===== src/rtl/lsc_cfg.svh =====
// timing and reset constants of the lin mode controller
`ifndef LSC_CFG_SVH
`define LSC_CFG_SVH

`define LSC_CLK_MHZ          100
`define LSC_RESET_TIME_US    4000
`define LSC_WDOG_TIMEOUT_US  64000
`define LSC_BUS_FILTER_US    30
`define LSC_LOCAL_FILTER_US  30
`define LSC_WAKE_HIGH_US     10
`define LSC_BUS_FILTER_CYC   (`LSC_BUS_FILTER_US * `LSC_CLK_MHZ)
`define LSC_LOCAL_FILTER_CYC (`LSC_LOCAL_FILTER_US * `LSC_CLK_MHZ)
`define LSC_WAKE_HIGH_CYC    (`LSC_WAKE_HIGH_US * `LSC_CLK_MHZ + 1)
`define LSC_RESET_CYC        (`LSC_RESET_TIME_US * `LSC_CLK_MHZ)
`define LSC_WDOG_CYC         (`LSC_WDOG_TIMEOUT_US * `LSC_CLK_MHZ)
// idle pin levels: transmit, bus, wake and trigger sit high on their pull-ups
`define LSC_SYNC_RESET       8'h78
`define LSC_PEND_RESET       1'b0

`endif


===== src/rtl/lsc_pkg.sv =====
// types of the lin mode controller
`default_nettype none
package lsc_pkg;

  typedef logic [23:0] lsc_cnt_t;

  typedef enum logic [2:0] {
    MODE_UNPOWERED,
    MODE_FAILSAFE,
    MODE_NORMAL,
    MODE_SILENT,
    MODE_SLEEP
  } lsc_mode_e;

  // pin levels seen by the block, all asynchronous to the clock
  typedef struct packed {
    logic enable;            // mode enable pin
    logic tx_drive;          // transmit pin driven by host
    logic bus_level;         // lin receiver output, high = recessive
    logic wake_level;        // local wake pin
    logic watchdog_trigger;  // trigger pin, falling edge triggers
    logic battery_ok;        // battery_supply above threshold
    logic vcc_uv;            // regulator undervoltage
    logic bus_below_prewake; // bus below prewake_threshold
  } lsc_pin_in_s;

  typedef struct packed {
    logic bus_dominant;
    logic rx_report;
    logic tx_report;
    logic tx_report_oe;
    logic mcu_reset_n;
    logic regulator_en;
    logic transceiver_en;
    logic watchdog_en;
    logic ext_regulator_switch;
    logic lin_receiver_en;
    logic termination_en;
  } lsc_pin_out_s;

  typedef struct packed {
    logic [7:0]   s1;
    logic [7:0]   s2;
    logic [7:0]   s3;
    lsc_pin_in_s  flt;
    lsc_pin_in_s  flt_d;
    lsc_mode_e    mode;
    lsc_cnt_t     reset_cnt;
    lsc_cnt_t     wd_cnt;
    lsc_cnt_t     bus_cnt;
    lsc_cnt_t     wake_hi_cnt;
    lsc_cnt_t     wake_lo_cnt;
    logic         bus_armed;
    logic         local_ok;
    logic         pending;
    logic         src_local;
    lsc_pin_out_s pins;
  } lsc_state_s;

endpackage

`default_nettype wire


===== src/rtl/lsc_mode_ctrl.sv =====
// operating-mode controller of a lin system basis chip
`timescale 1ns/1ps
`include "lsc_cfg.svh"
`default_nettype none

module lsc_mode_ctrl
#(
  parameter lsc_pkg::lsc_cnt_t RESET_CYCLES = lsc_pkg::lsc_cnt_t'(`LSC_RESET_CYC), // reset hold
  parameter lsc_pkg::lsc_cnt_t WDOG_CYCLES  = lsc_pkg::lsc_cnt_t'(`LSC_WDOG_CYC)   // trigger timeout
)
(
  input  wire logic                  i_ref_clk, // 100 MHz clock
  input  wire logic                  i_rst,     // synchronous reset, high
  input  wire lsc_pkg::lsc_pin_in_s  i_pins,    // asynchronous pin levels
  output var  lsc_pkg::lsc_pin_out_s o_pins,    // pin drives and enables
  output var  lsc_pkg::lsc_mode_e    o_mode     // current mode
);
  import lsc_pkg::*;

  localparam lsc_cnt_t BUS_CYC   = lsc_cnt_t'(`LSC_BUS_FILTER_CYC);
  localparam lsc_cnt_t LOCAL_CYC = lsc_cnt_t'(`LSC_LOCAL_FILTER_CYC);
  localparam lsc_cnt_t HIGH_CYC  = lsc_cnt_t'(`LSC_WAKE_HIGH_CYC);
  localparam lsc_cnt_t ONE       = 24'h000001;

  // saturating count so a long level never wraps into a false match
  function automatic lsc_cnt_t lsc_inc(input lsc_cnt_t v);
    lsc_inc = (v == 24'hFFFFFF) ? v : v + ONE;
  endfunction

  function automatic logic lsc_low_power(input lsc_mode_e m);
    lsc_low_power = (m == MODE_SILENT) || (m == MODE_SLEEP);
  endfunction

  lsc_state_s  st;
  lsc_state_s  next_st;
  lsc_pin_in_s p;
  logic        fall_en;
  logic        rise_bus;
  logic        trig_fall;
  logic        remote_wake;
  logic        local_wake;
  logic        wd_fail;
  logic        uv;
  logic        lp_next;
  logic [7:0]  agree;

  // whole next state: synchronisers, filters, counters, mode, pin drives
  always_comb
  begin
    next_st = st;
    p       = st.flt;
    agree   = ~(st.s2 ^ st.s3);

    // three-stage sync; a level counts once stages two and three agree
    next_st.s1    = i_pins;
    next_st.s2    = st.s1;
    next_st.s3    = st.s2;
    next_st.flt   = lsc_pin_in_s'((st.s3 & agree) | (st.flt & ~agree));
    next_st.flt_d = st.flt;

    fall_en   = st.flt_d.enable & ~p.enable;
    rise_bus  = ~st.flt_d.bus_level & p.bus_level;
    trig_fall = st.flt_d.watchdog_trigger & ~p.watchdog_trigger;

    // bus wake filter runs in every mode, so a low begun in normal counts
    next_st.bus_cnt = p.bus_level ? '0 : lsc_inc(st.bus_cnt);
    if (!p.bus_level && st.bus_cnt == BUS_CYC - ONE)
      next_st.bus_armed = 1'b1;
    else if (rise_bus)
      next_st.bus_armed = 1'b0;
    remote_wake = rise_bus && st.bus_armed && lsc_low_power(st.mode);

    // local wake: needs a qualified high phase, or wake high at low-power entry, then a filtered low
    next_st.wake_hi_cnt = p.wake_level ? lsc_inc(st.wake_hi_cnt) : '0;
    if (p.wake_level && st.wake_hi_cnt == HIGH_CYC - ONE)
      next_st.local_ok = 1'b1;
    next_st.wake_lo_cnt = (!p.wake_level && st.local_ok && lsc_low_power(st.mode))
                          ? lsc_inc(st.wake_lo_cnt) : '0;
    local_wake = !p.wake_level && st.local_ok && lsc_low_power(st.mode)
                 && st.wake_lo_cnt == LOCAL_CYC - ONE;
    if (local_wake)
      next_st.local_ok = 1'b0;

    // watchdog only counts in normal; each trigger fall restarts it
    wd_fail = 1'b0;
    if (st.mode != MODE_NORMAL || trig_fall)
      next_st.wd_cnt = '0;
    else
    begin
      next_st.wd_cnt = lsc_inc(st.wd_cnt);
      wd_fail        = (st.wd_cnt == WDOG_CYCLES - ONE);
    end

    // regulator undervoltage matters only while the regulator is on
    uv = p.vcc_uv && st.mode != MODE_SLEEP && st.mode != MODE_UNPOWERED;

    if (st.reset_cnt != '0)
      next_st.reset_cnt = st.reset_cnt - ONE;

    // wake request flag clears once the host has taken normal mode
    if (st.mode == MODE_NORMAL && p.enable)
      next_st.pending = 1'b0;

    // mode sequencing
    case (st.mode)
      MODE_UNPOWERED:
      begin
        if (p.battery_ok)
        begin
          next_st.mode      = MODE_FAILSAFE;
          next_st.reset_cnt = RESET_CYCLES;
        end
      end
      MODE_FAILSAFE, MODE_NORMAL, MODE_SILENT, MODE_SLEEP:
      begin
        if (wd_fail || uv)
        begin
          next_st.mode      = MODE_FAILSAFE;
          next_st.reset_cnt = RESET_CYCLES;
        end
        else if (st.reset_cnt != '0)
          next_st.mode = st.mode;
        else
        begin
          case (st.mode)
            MODE_FAILSAFE:
            begin
              if (p.enable)
                next_st.mode = MODE_NORMAL;
            end
            MODE_NORMAL:
            begin
              // entry ignores the bus level; transmit pin picks the mode, wake level loads local_ok
              if (fall_en)
              begin
                next_st.mode     = p.tx_drive ? MODE_SILENT : MODE_SLEEP;
                next_st.local_ok = p.wake_level;
              end
            end
            MODE_SILENT:
            begin
              if (!p.battery_ok)
                next_st.mode = MODE_FAILSAFE;
              else if (p.enable)
                next_st.mode = MODE_NORMAL;
              else if (remote_wake || local_wake)
                next_st.mode = MODE_FAILSAFE;
            end
            MODE_SLEEP:
            begin
              // the regulator restarts, so the host is held in reset again
              if (!p.battery_ok || p.enable || remote_wake || local_wake)
              begin
                next_st.mode      = MODE_FAILSAFE;
                next_st.reset_cnt = RESET_CYCLES;
              end
            end
            default:
              next_st.mode = MODE_FAILSAFE;
          endcase
        end
      end
      default:
        next_st.mode = MODE_FAILSAFE;
    endcase

    // a wake in the clear cycle still sets the flag
    if (remote_wake || local_wake)
    begin
      next_st.pending   = 1'b1;
      next_st.src_local = local_wake;
    end

    lp_next = lsc_low_power(next_st.mode);

    // pin drives follow the next mode so outputs leave flip-flops directly
    next_st.pins.transceiver_en = (next_st.mode == MODE_NORMAL);
    next_st.pins.bus_dominant   = (next_st.mode == MODE_NORMAL) && !p.tx_drive;
    if (next_st.mode == MODE_NORMAL)
      next_st.pins.rx_report = p.bus_level;
    else if (next_st.mode == MODE_FAILSAFE)
      next_st.pins.rx_report = !next_st.pending;
    else
      next_st.pins.rx_report = (next_st.mode == MODE_SILENT);
    next_st.pins.tx_report_oe = (next_st.mode == MODE_FAILSAFE);
    next_st.pins.tx_report    = !next_st.src_local;
    next_st.pins.mcu_reset_n  = (next_st.reset_cnt == '0) && !wd_fail && !uv
                                && next_st.mode != MODE_SLEEP
                                && next_st.mode != MODE_UNPOWERED;
    next_st.pins.regulator_en = next_st.mode != MODE_SLEEP
                                && next_st.mode != MODE_UNPOWERED;
    next_st.pins.watchdog_en  = (next_st.mode == MODE_NORMAL)
                                || (next_st.mode == MODE_FAILSAFE);
    next_st.pins.ext_regulator_switch = (next_st.mode == MODE_NORMAL)
                                        || (next_st.mode == MODE_FAILSAFE);
    next_st.pins.lin_receiver_en = (next_st.mode == MODE_NORMAL)
                                   || (lp_next && p.bus_below_prewake);
    // weak pull-up only in low power, unless the bus already looks dominant
    next_st.pins.termination_en  = (next_st.mode == MODE_NORMAL)
                                   || (next_st.mode == MODE_FAILSAFE)
                                   || (lp_next && p.bus_below_prewake);
  end

  // single state register
  always_ff @(posedge i_ref_clk)
  begin
    if (i_rst)
    begin
      st       <= '0;
      st.s1    <= `LSC_SYNC_RESET;
      st.s2    <= `LSC_SYNC_RESET;
      st.s3    <= `LSC_SYNC_RESET;
      st.flt   <= lsc_pin_in_s'(`LSC_SYNC_RESET); // idle levels, so no false edge follows reset
      st.flt_d <= lsc_pin_in_s'(`LSC_SYNC_RESET);
      st.mode  <= MODE_UNPOWERED;
      st.pending <= `LSC_PEND_RESET;
    end
    else
      st <= next_st;
  end

  assign o_pins = st.pins;
  assign o_mode = st.mode;

endmodule

`default_nettype wire


===== config.mk =====
export PLATFORM = sky130hd
export DESIGN_NAME = lsc_mode_ctrl
export DESIGN_NICKNAME = d
export VERILOG_FILES = /design/src/rtl/lsc_pkg.sv /design/src/rtl/lsc_mode_ctrl.sv
export VERILOG_INCLUDE_DIRS = /design/src /design/src/rtl
export SDC_FILE = /design/constraint.sdc
export NUM_CORES = 1
export LEC_CHECK = 0
export BUFFER_PORTS_ARGS = -buffer_cell sky130_fd_sc_hd__buf_2
export CAP_MARGIN = 40
export CELL_PAD_IN_SITES_DETAIL_PLACEMENT = 0
export CELL_PAD_IN_SITES_GLOBAL_PLACEMENT = 1
export CORE_ASPECT_RATIO = 0.8
export CORE_MARGIN = 2
export CORE_UTILIZATION = 48
export DETAILED_ROUTE_END_ITERATION = 10
export HOLD_SLACK_MARGIN = 0.02
export PLACE_DENSITY_LB_ADDON = 0.1
export SYNTH_ARGS = -nofsm -noshare
export SYNTH_HDL_FRONTEND = slang
export SYNTH_SLANG_ARGS = --single-unit

===== constraint.sdc =====
create_clock -name i_ref_clk -period 3.1 [get_ports i_ref_clk]
set_input_delay 0.62 -clock i_ref_clk [delete_from_list [all_inputs] [get_ports i_ref_clk]]
set_output_delay 0.62 -clock i_ref_clk [all_outputs]
set_load 0.02 [all_outputs]

==> flow_summary.yaml, run 1 <==
layout:
  synthToLayoutAreaGrowth_pct: 9.89
  final.fill_count: 1436
  seqCellArea_sq_mm: 0.00344
  nets: 917
  final_cell_area_sq_mm: 0.00861
  multiInputGateArea_sq_mm: 0.00409
  antenna_cells: 0
  drive_gt1_frac: 0.118
  final_cells: 1128
placed_design:
  dp_hpwl_mm: 11.4
  globalplace.congestion: 0.881
  dpl.cell_count: 1096
  portBuffers: 23
  place_ws_ps: 225
  dpl-instance-area_sq_mm: 0.00804
sta:
  min_period_ps: 2820
  setup_viol: 0
  final_hold_viol_count: 0
  worst_slew_pin_slew_ps: 848
  slew_violations: 0
  rsz0062_at_grt: "no"
  fin_crit_sh: 0.910
  fin_skew_ps: 13.2
  relSlewSlack: 0.431
  worst_slack_ps: 279
  clock.fmax_ghz: 0.355
  final.setup.tns_ps: 0
power_and_ir_drop:
  ir_drop_mv: 0.365
  p_per_area_mw_per_mm2: 661
  p_total_mw: 5.69
  p_leak_nw: 3.01
yosys:
  yosysWarnings: 0
  synth_area_sq_mm: 0.00783
  synth_cells: 892
  avgSynthCellArea_sq_um: 8.78
  ys.flop_type: "dfxtp_1"
  synth_cell_types: 77
  seq_area_frac_synth: 0.440
  syn_nets: 909
  async_reset_ff_frac: 0
  synth_area_leaders: "dfxtp_1 (44%), nor2_1 (7.1%), xor2_1 (6.9%)"
  yosys.cell_count.top_type: "dfxtp_1"
  synth-edff-count: 0
  synth_commonest_cells: "dfxtp_1 (172), nor2_1 (148), xor2_1 (62), nand2_1 (55), xnor2_1 (37)"
  synth_seq_cells: 172
  synth_top_area_frac: 0.440
  yosysTopAreaCell: "dfxtp_1"
die:
  core_area_sq_mm: 0.0159
  die_w_um: 147
  die-area_sq_mm: 0.0174
  io_pins: 24
  start_util: 0.494
  rows: 41
  dieHeight_um: 118
run_status:
  status: "finished, final reports clean"
global_routing:
  grt_max_degree: 36
  grt_pass1_vias: 5574
  grt_pass1_wl_mm: 27.0
  grt_overflow: 0
  grt_antenna_before_repair: 0
  grt.total_usage: 0.189
hold_path:
  hp-class: "in2reg"
detailed_routing:
  drc: 0
  wl_per_cell_um: 14.1
  drt_iter0_drc: 450
  routed_wl_mm: 15.9
  routed_via_density: 5.38
  num_vias: 6070
  firstDrtPassIters: 7
  ant_nets: 0
clock_tree:
  cts_tree: "built"
  clockBufferDepth: 2
  path_clk_slew_ps: 60
  h-tree-depth: 4
  cts-hold-fix-buffers: 0
  root_buffer: "clkbuf_16"
  cts_buffers: 17
  cts_sinks: 172
  clkLatencyLatePin_ps: 430
critical_path:
  critPathArrivalTime_ps: 3120
  endpoint_kind: "register"
  critPathLaunchType: "register"
  worstSetupPathType: "reg2reg"
  crit_fanout: 12
  worstPathRequired_ps: 3400
flow_run:
  maxCapViolCount: 0
-- metal layers --
layer / wire (um) / share of wire / vias to the layer above / global-route usage
met2: 6800 / 0.43 / 116 / 0.280
li1: - / - / 3113 / -
met4: 157 / 0.0099 / 0 / 0.0570
met5: 0 / 0 / - / 0
met3: 664 / 0.042 / 12 / 0.0425
met1: 8290 / 0.52 / 2829 / 0.275
-- path summary, 6_finish.rpt --
path	startpoint	end	slack, ps	depth (start not counted)
worst max-delay path	st[90]	st[130]	280	8
worst min-delay path	i_pins[5]	next_st[167]	380	2
worst max register to register	st[90]	st[130]	280	8
worst min register to register	next_st[166]	next_st[158]	410	1
-- placed cells by master (no fill, tap or decap), drive strengths merged, types with 18 or more instances in the layout --
master	synthesis	routed
a21oi	34	34
and3	19	19
buf	21	33
clkbuf	23	21
dfxtp	172	172
inv	14	18
nand2	55	55
nand3	33	33
nand4	32	32
nor2	148	148
nor2b	21	21
nor3	28	28
nor4	21	21
o21ai	21	21
or2	21	21
xnor2	37	37
xor2	62	62
-- report_power, final --
group	internal (mW)	switching [mW]	total, mW
Clock	1.12	0.892	2.01
Combinational	0.513	0.667	1.18
Sequential	2.33	0.170	2.50
Total	3.96	1.73	5.69
-- registers in the layout, summed over array words and instances, names as in the netlist, named ones only --
register,count
next_st,16
o_mode,3
o_pins,10
st,135
-- per-stage QoR --
step            util  hold slack (ps)
6_report       0.543              381
5_1_grt        0.543              357
4_1_cts        0.543              359
3_5_place_dp   0.507              396
3_3_place_gp   0.507              393
2_1_floorplan      -              389
-- final cells by class --
class / instances / share of cell area
multi-input cells: 662 / 0.475
clock inverters: 11 / 0.00959
inverters: 14 / 0.00610
flip-flops and latches: 172 / 0.400
clock buffers: 21 / 0.0558
well taps: 215 / 0.0312
repair buffers: 33 / 0.0221
-- critical path: stages, from the launching register on --
cell and delay, ps:
dfxtp_1 390, nand4_1 180, or3_1 510, or4_1 630, a211oi_1 350, o2bb2ai_2 200
nand2b_4 200, buf_4 180, a21oi_1 50
-- cells by family after synthesis --
logic type               share of synthesized area
adder cells (fa/ha/maj)                     0.0112
flip-flops                                   0.440
multiplexers                               0.00894
AO/OA/AOI/OAI                               0.0914
AND/OR/NAND/NOR                              0.299
buffers and inverters                       0.0390
XOR/XNOR                                     0.111
-- repair_timing --
action                     CTS  global route
setup buffers                0             0
setup endpoints to repair    0             4
resized for setup            0             1
(Power assumes the default switching activity.)
==> run 2, diff against run 1 <==
- SETUP_SLACK_MARGIN: not set -> 0.4
==> run 2 against run 1 <==
Compared with the run above:
- sequential power is essentially flat
- count of clock-buffer cells in the layout is the same
- critical path depth shrank 1
- final cell count grew 0.44%
- via count grew 0.30%
- clock power is essentially flat
- sequential share of layout area shrank 0.35 points
- non-clock buffer count grew 5
- flip-flop and latch count is the same
==> flow_summary.yaml, run 2 (same netlist as run 1, synthesis figures left out) <==
layout:
  nets: 922
  antenna_cells: 0
  final_cells: 1133
  final_common_cell: "dfxtp_1"
  largest_register_ffs: 135
  synthToLayoutAreaGrowth_pct: 11.1
  layout_common_cells: "dfxtp_1 (169), nor2_1 (148), xor2_1 (62)"
  drive_gt1_frac: 0.136
  regMostFlops: "st"
placed_design:
  portBuffers: 23
  place_ws_ps: 225
  globalplace.congestion: 0.881
  dp_hpwl_mm: 11.4
  dpl.cell_count: 1096
power_and_ir_drop:
  p_leak_nw: 3.05
  ir_drop_mv: 0.370
  p_total_mw: 5.76
  p_per_area_mw_per_mm2: 662
clock_tree:
  h-tree-depth: 4
  cts_tree: "built"
  path_clk_slew_ps: 60
  root_buffer: "clkbuf_16"
  cts_buffers: 17
  clkLatencyLatePin_ps: 430
  clockBufferDepth: 2
  cts-hold-fix-buffers: 0
  cts_sinks: 172
global_routing:
  grtUsageMet1: 0.273
  grt.total_usage: 0.190
  grt_pass1_wl_mm: 27.1
  grt_overflow: 0
  grt_antenna_before_repair: 0
  grt_max_degree: 36
  grt_pass1_vias: 5613
  grt_busiest_layer: "met2"
  met2_usage: 0.281
  met3_usage: 0.0444
detailed_routing:
  num_vias: 6088
  firstDrtPassIters: 5
  routed_via_density: 5.37
  ant_nets: 0
  drc: 0
  routed_wl_mm: 16.1
  wl_per_cell_um: 14.2
  drt_iter0_drc: 449
die:
  io_pins: 24
  start_util: 0.494
  die_w_um: 147
  core_area_sq_mm: 0.0159
  dieHeight_um: 118
  die-area_sq_mm: 0.0174
  rows: 41
run_status:
  status: "finished, final reports clean"
sta:
  fin_crit_sh: 0.863
  worst_slew_pin_slew_ps: 848
  worst_slack_ps: 425
  relSlewSlack: 0.430
  slew_violations: 0
  final.setup.tns_ps: 0
  min_period_ps: 2680
  clock.fmax_ghz: 0.374
  setup_viol: 0
  fin_skew_ps: 12.6
  rsz0062_at_grt: "yes"
  final_hold_viol_count: 0
critical_path:
  critPathArrivalTime_ps: 3020
  worstPathRequired_ps: 3450
  critPathLaunchType: "register"
  worstSetupPathType: "reg2reg"
  crit_fanout: 8
  endpoint_kind: "register"
flow_run:
  maxCapViolCount: 0
hold_path:
  hp-class: "in2reg"
## run 2: critical path, stage by stage, from the launching register on
cell and delay, ps:
dfxtp_2 330, or4_4 540, or3_4 440, nor3_4 330
mux2i_2 310, a2bb2oi_4 280, xnor2_1 170, nor3b_1 180
## run 2: cell type report
type / count / area (sq um)
fillers: 1428 / 7150
multi-input cells: 662 / 4140
flip-flops and latches: 172 / 3450
clock buffers: 21 / 480
well taps: 215 / 269
repair buffers: 38 / 228
clock inverters: 11 / 82.6
inverters: 14 / 52.6
## run 2: through the flow
| stage | util | instance area (sq um) | hold slack, ps |
|---|---|---|---|
| finish | 0.549 | 8700 | 381 |
| floorplan | - | 7830 | 389 |
| global route | 0.549 | 8700 | 357 |
| global placement | 0.507 | 8040 | 393 |
| detailed placement | 0.507 | 8040 | 396 |
| CTS | 0.545 | 8640 | 359 |
## run 2: layer usage
metal | part of all wire | up-vias
met5 | 0 | -
met3 | 0.030 | 12
met4 | 0.0096 | 0
met2 | 0.43 | 87
met1 | 0.53 | 2872
li1 | - | 3117
## run 2: final timing paths
check	slack [ps]	to	depth (start not counted)	start
setup / recovery	420	o_pins[2]	7	st[128]
hold / removal	380	next_st[167]	2	i_pins[5]
setup reg to reg	420	o_pins[2]	7	st[128]
hold reg to reg	410	next_st[158]	1	next_st[166]
## run 2: power by group
part           leakage (nW)  internal, mW  switching [mW]
combinational          1.38         0.542           0.693
sequential             1.40          2.33           0.177
clock                 0.277          1.12           0.892
## run 2: what timing repair did
action,4_1_cts,5_1_grt
buffers inserted,2,3
endpoints found under the setup margin,21,25
gates resized for setup,7,9
pin swaps,2,6
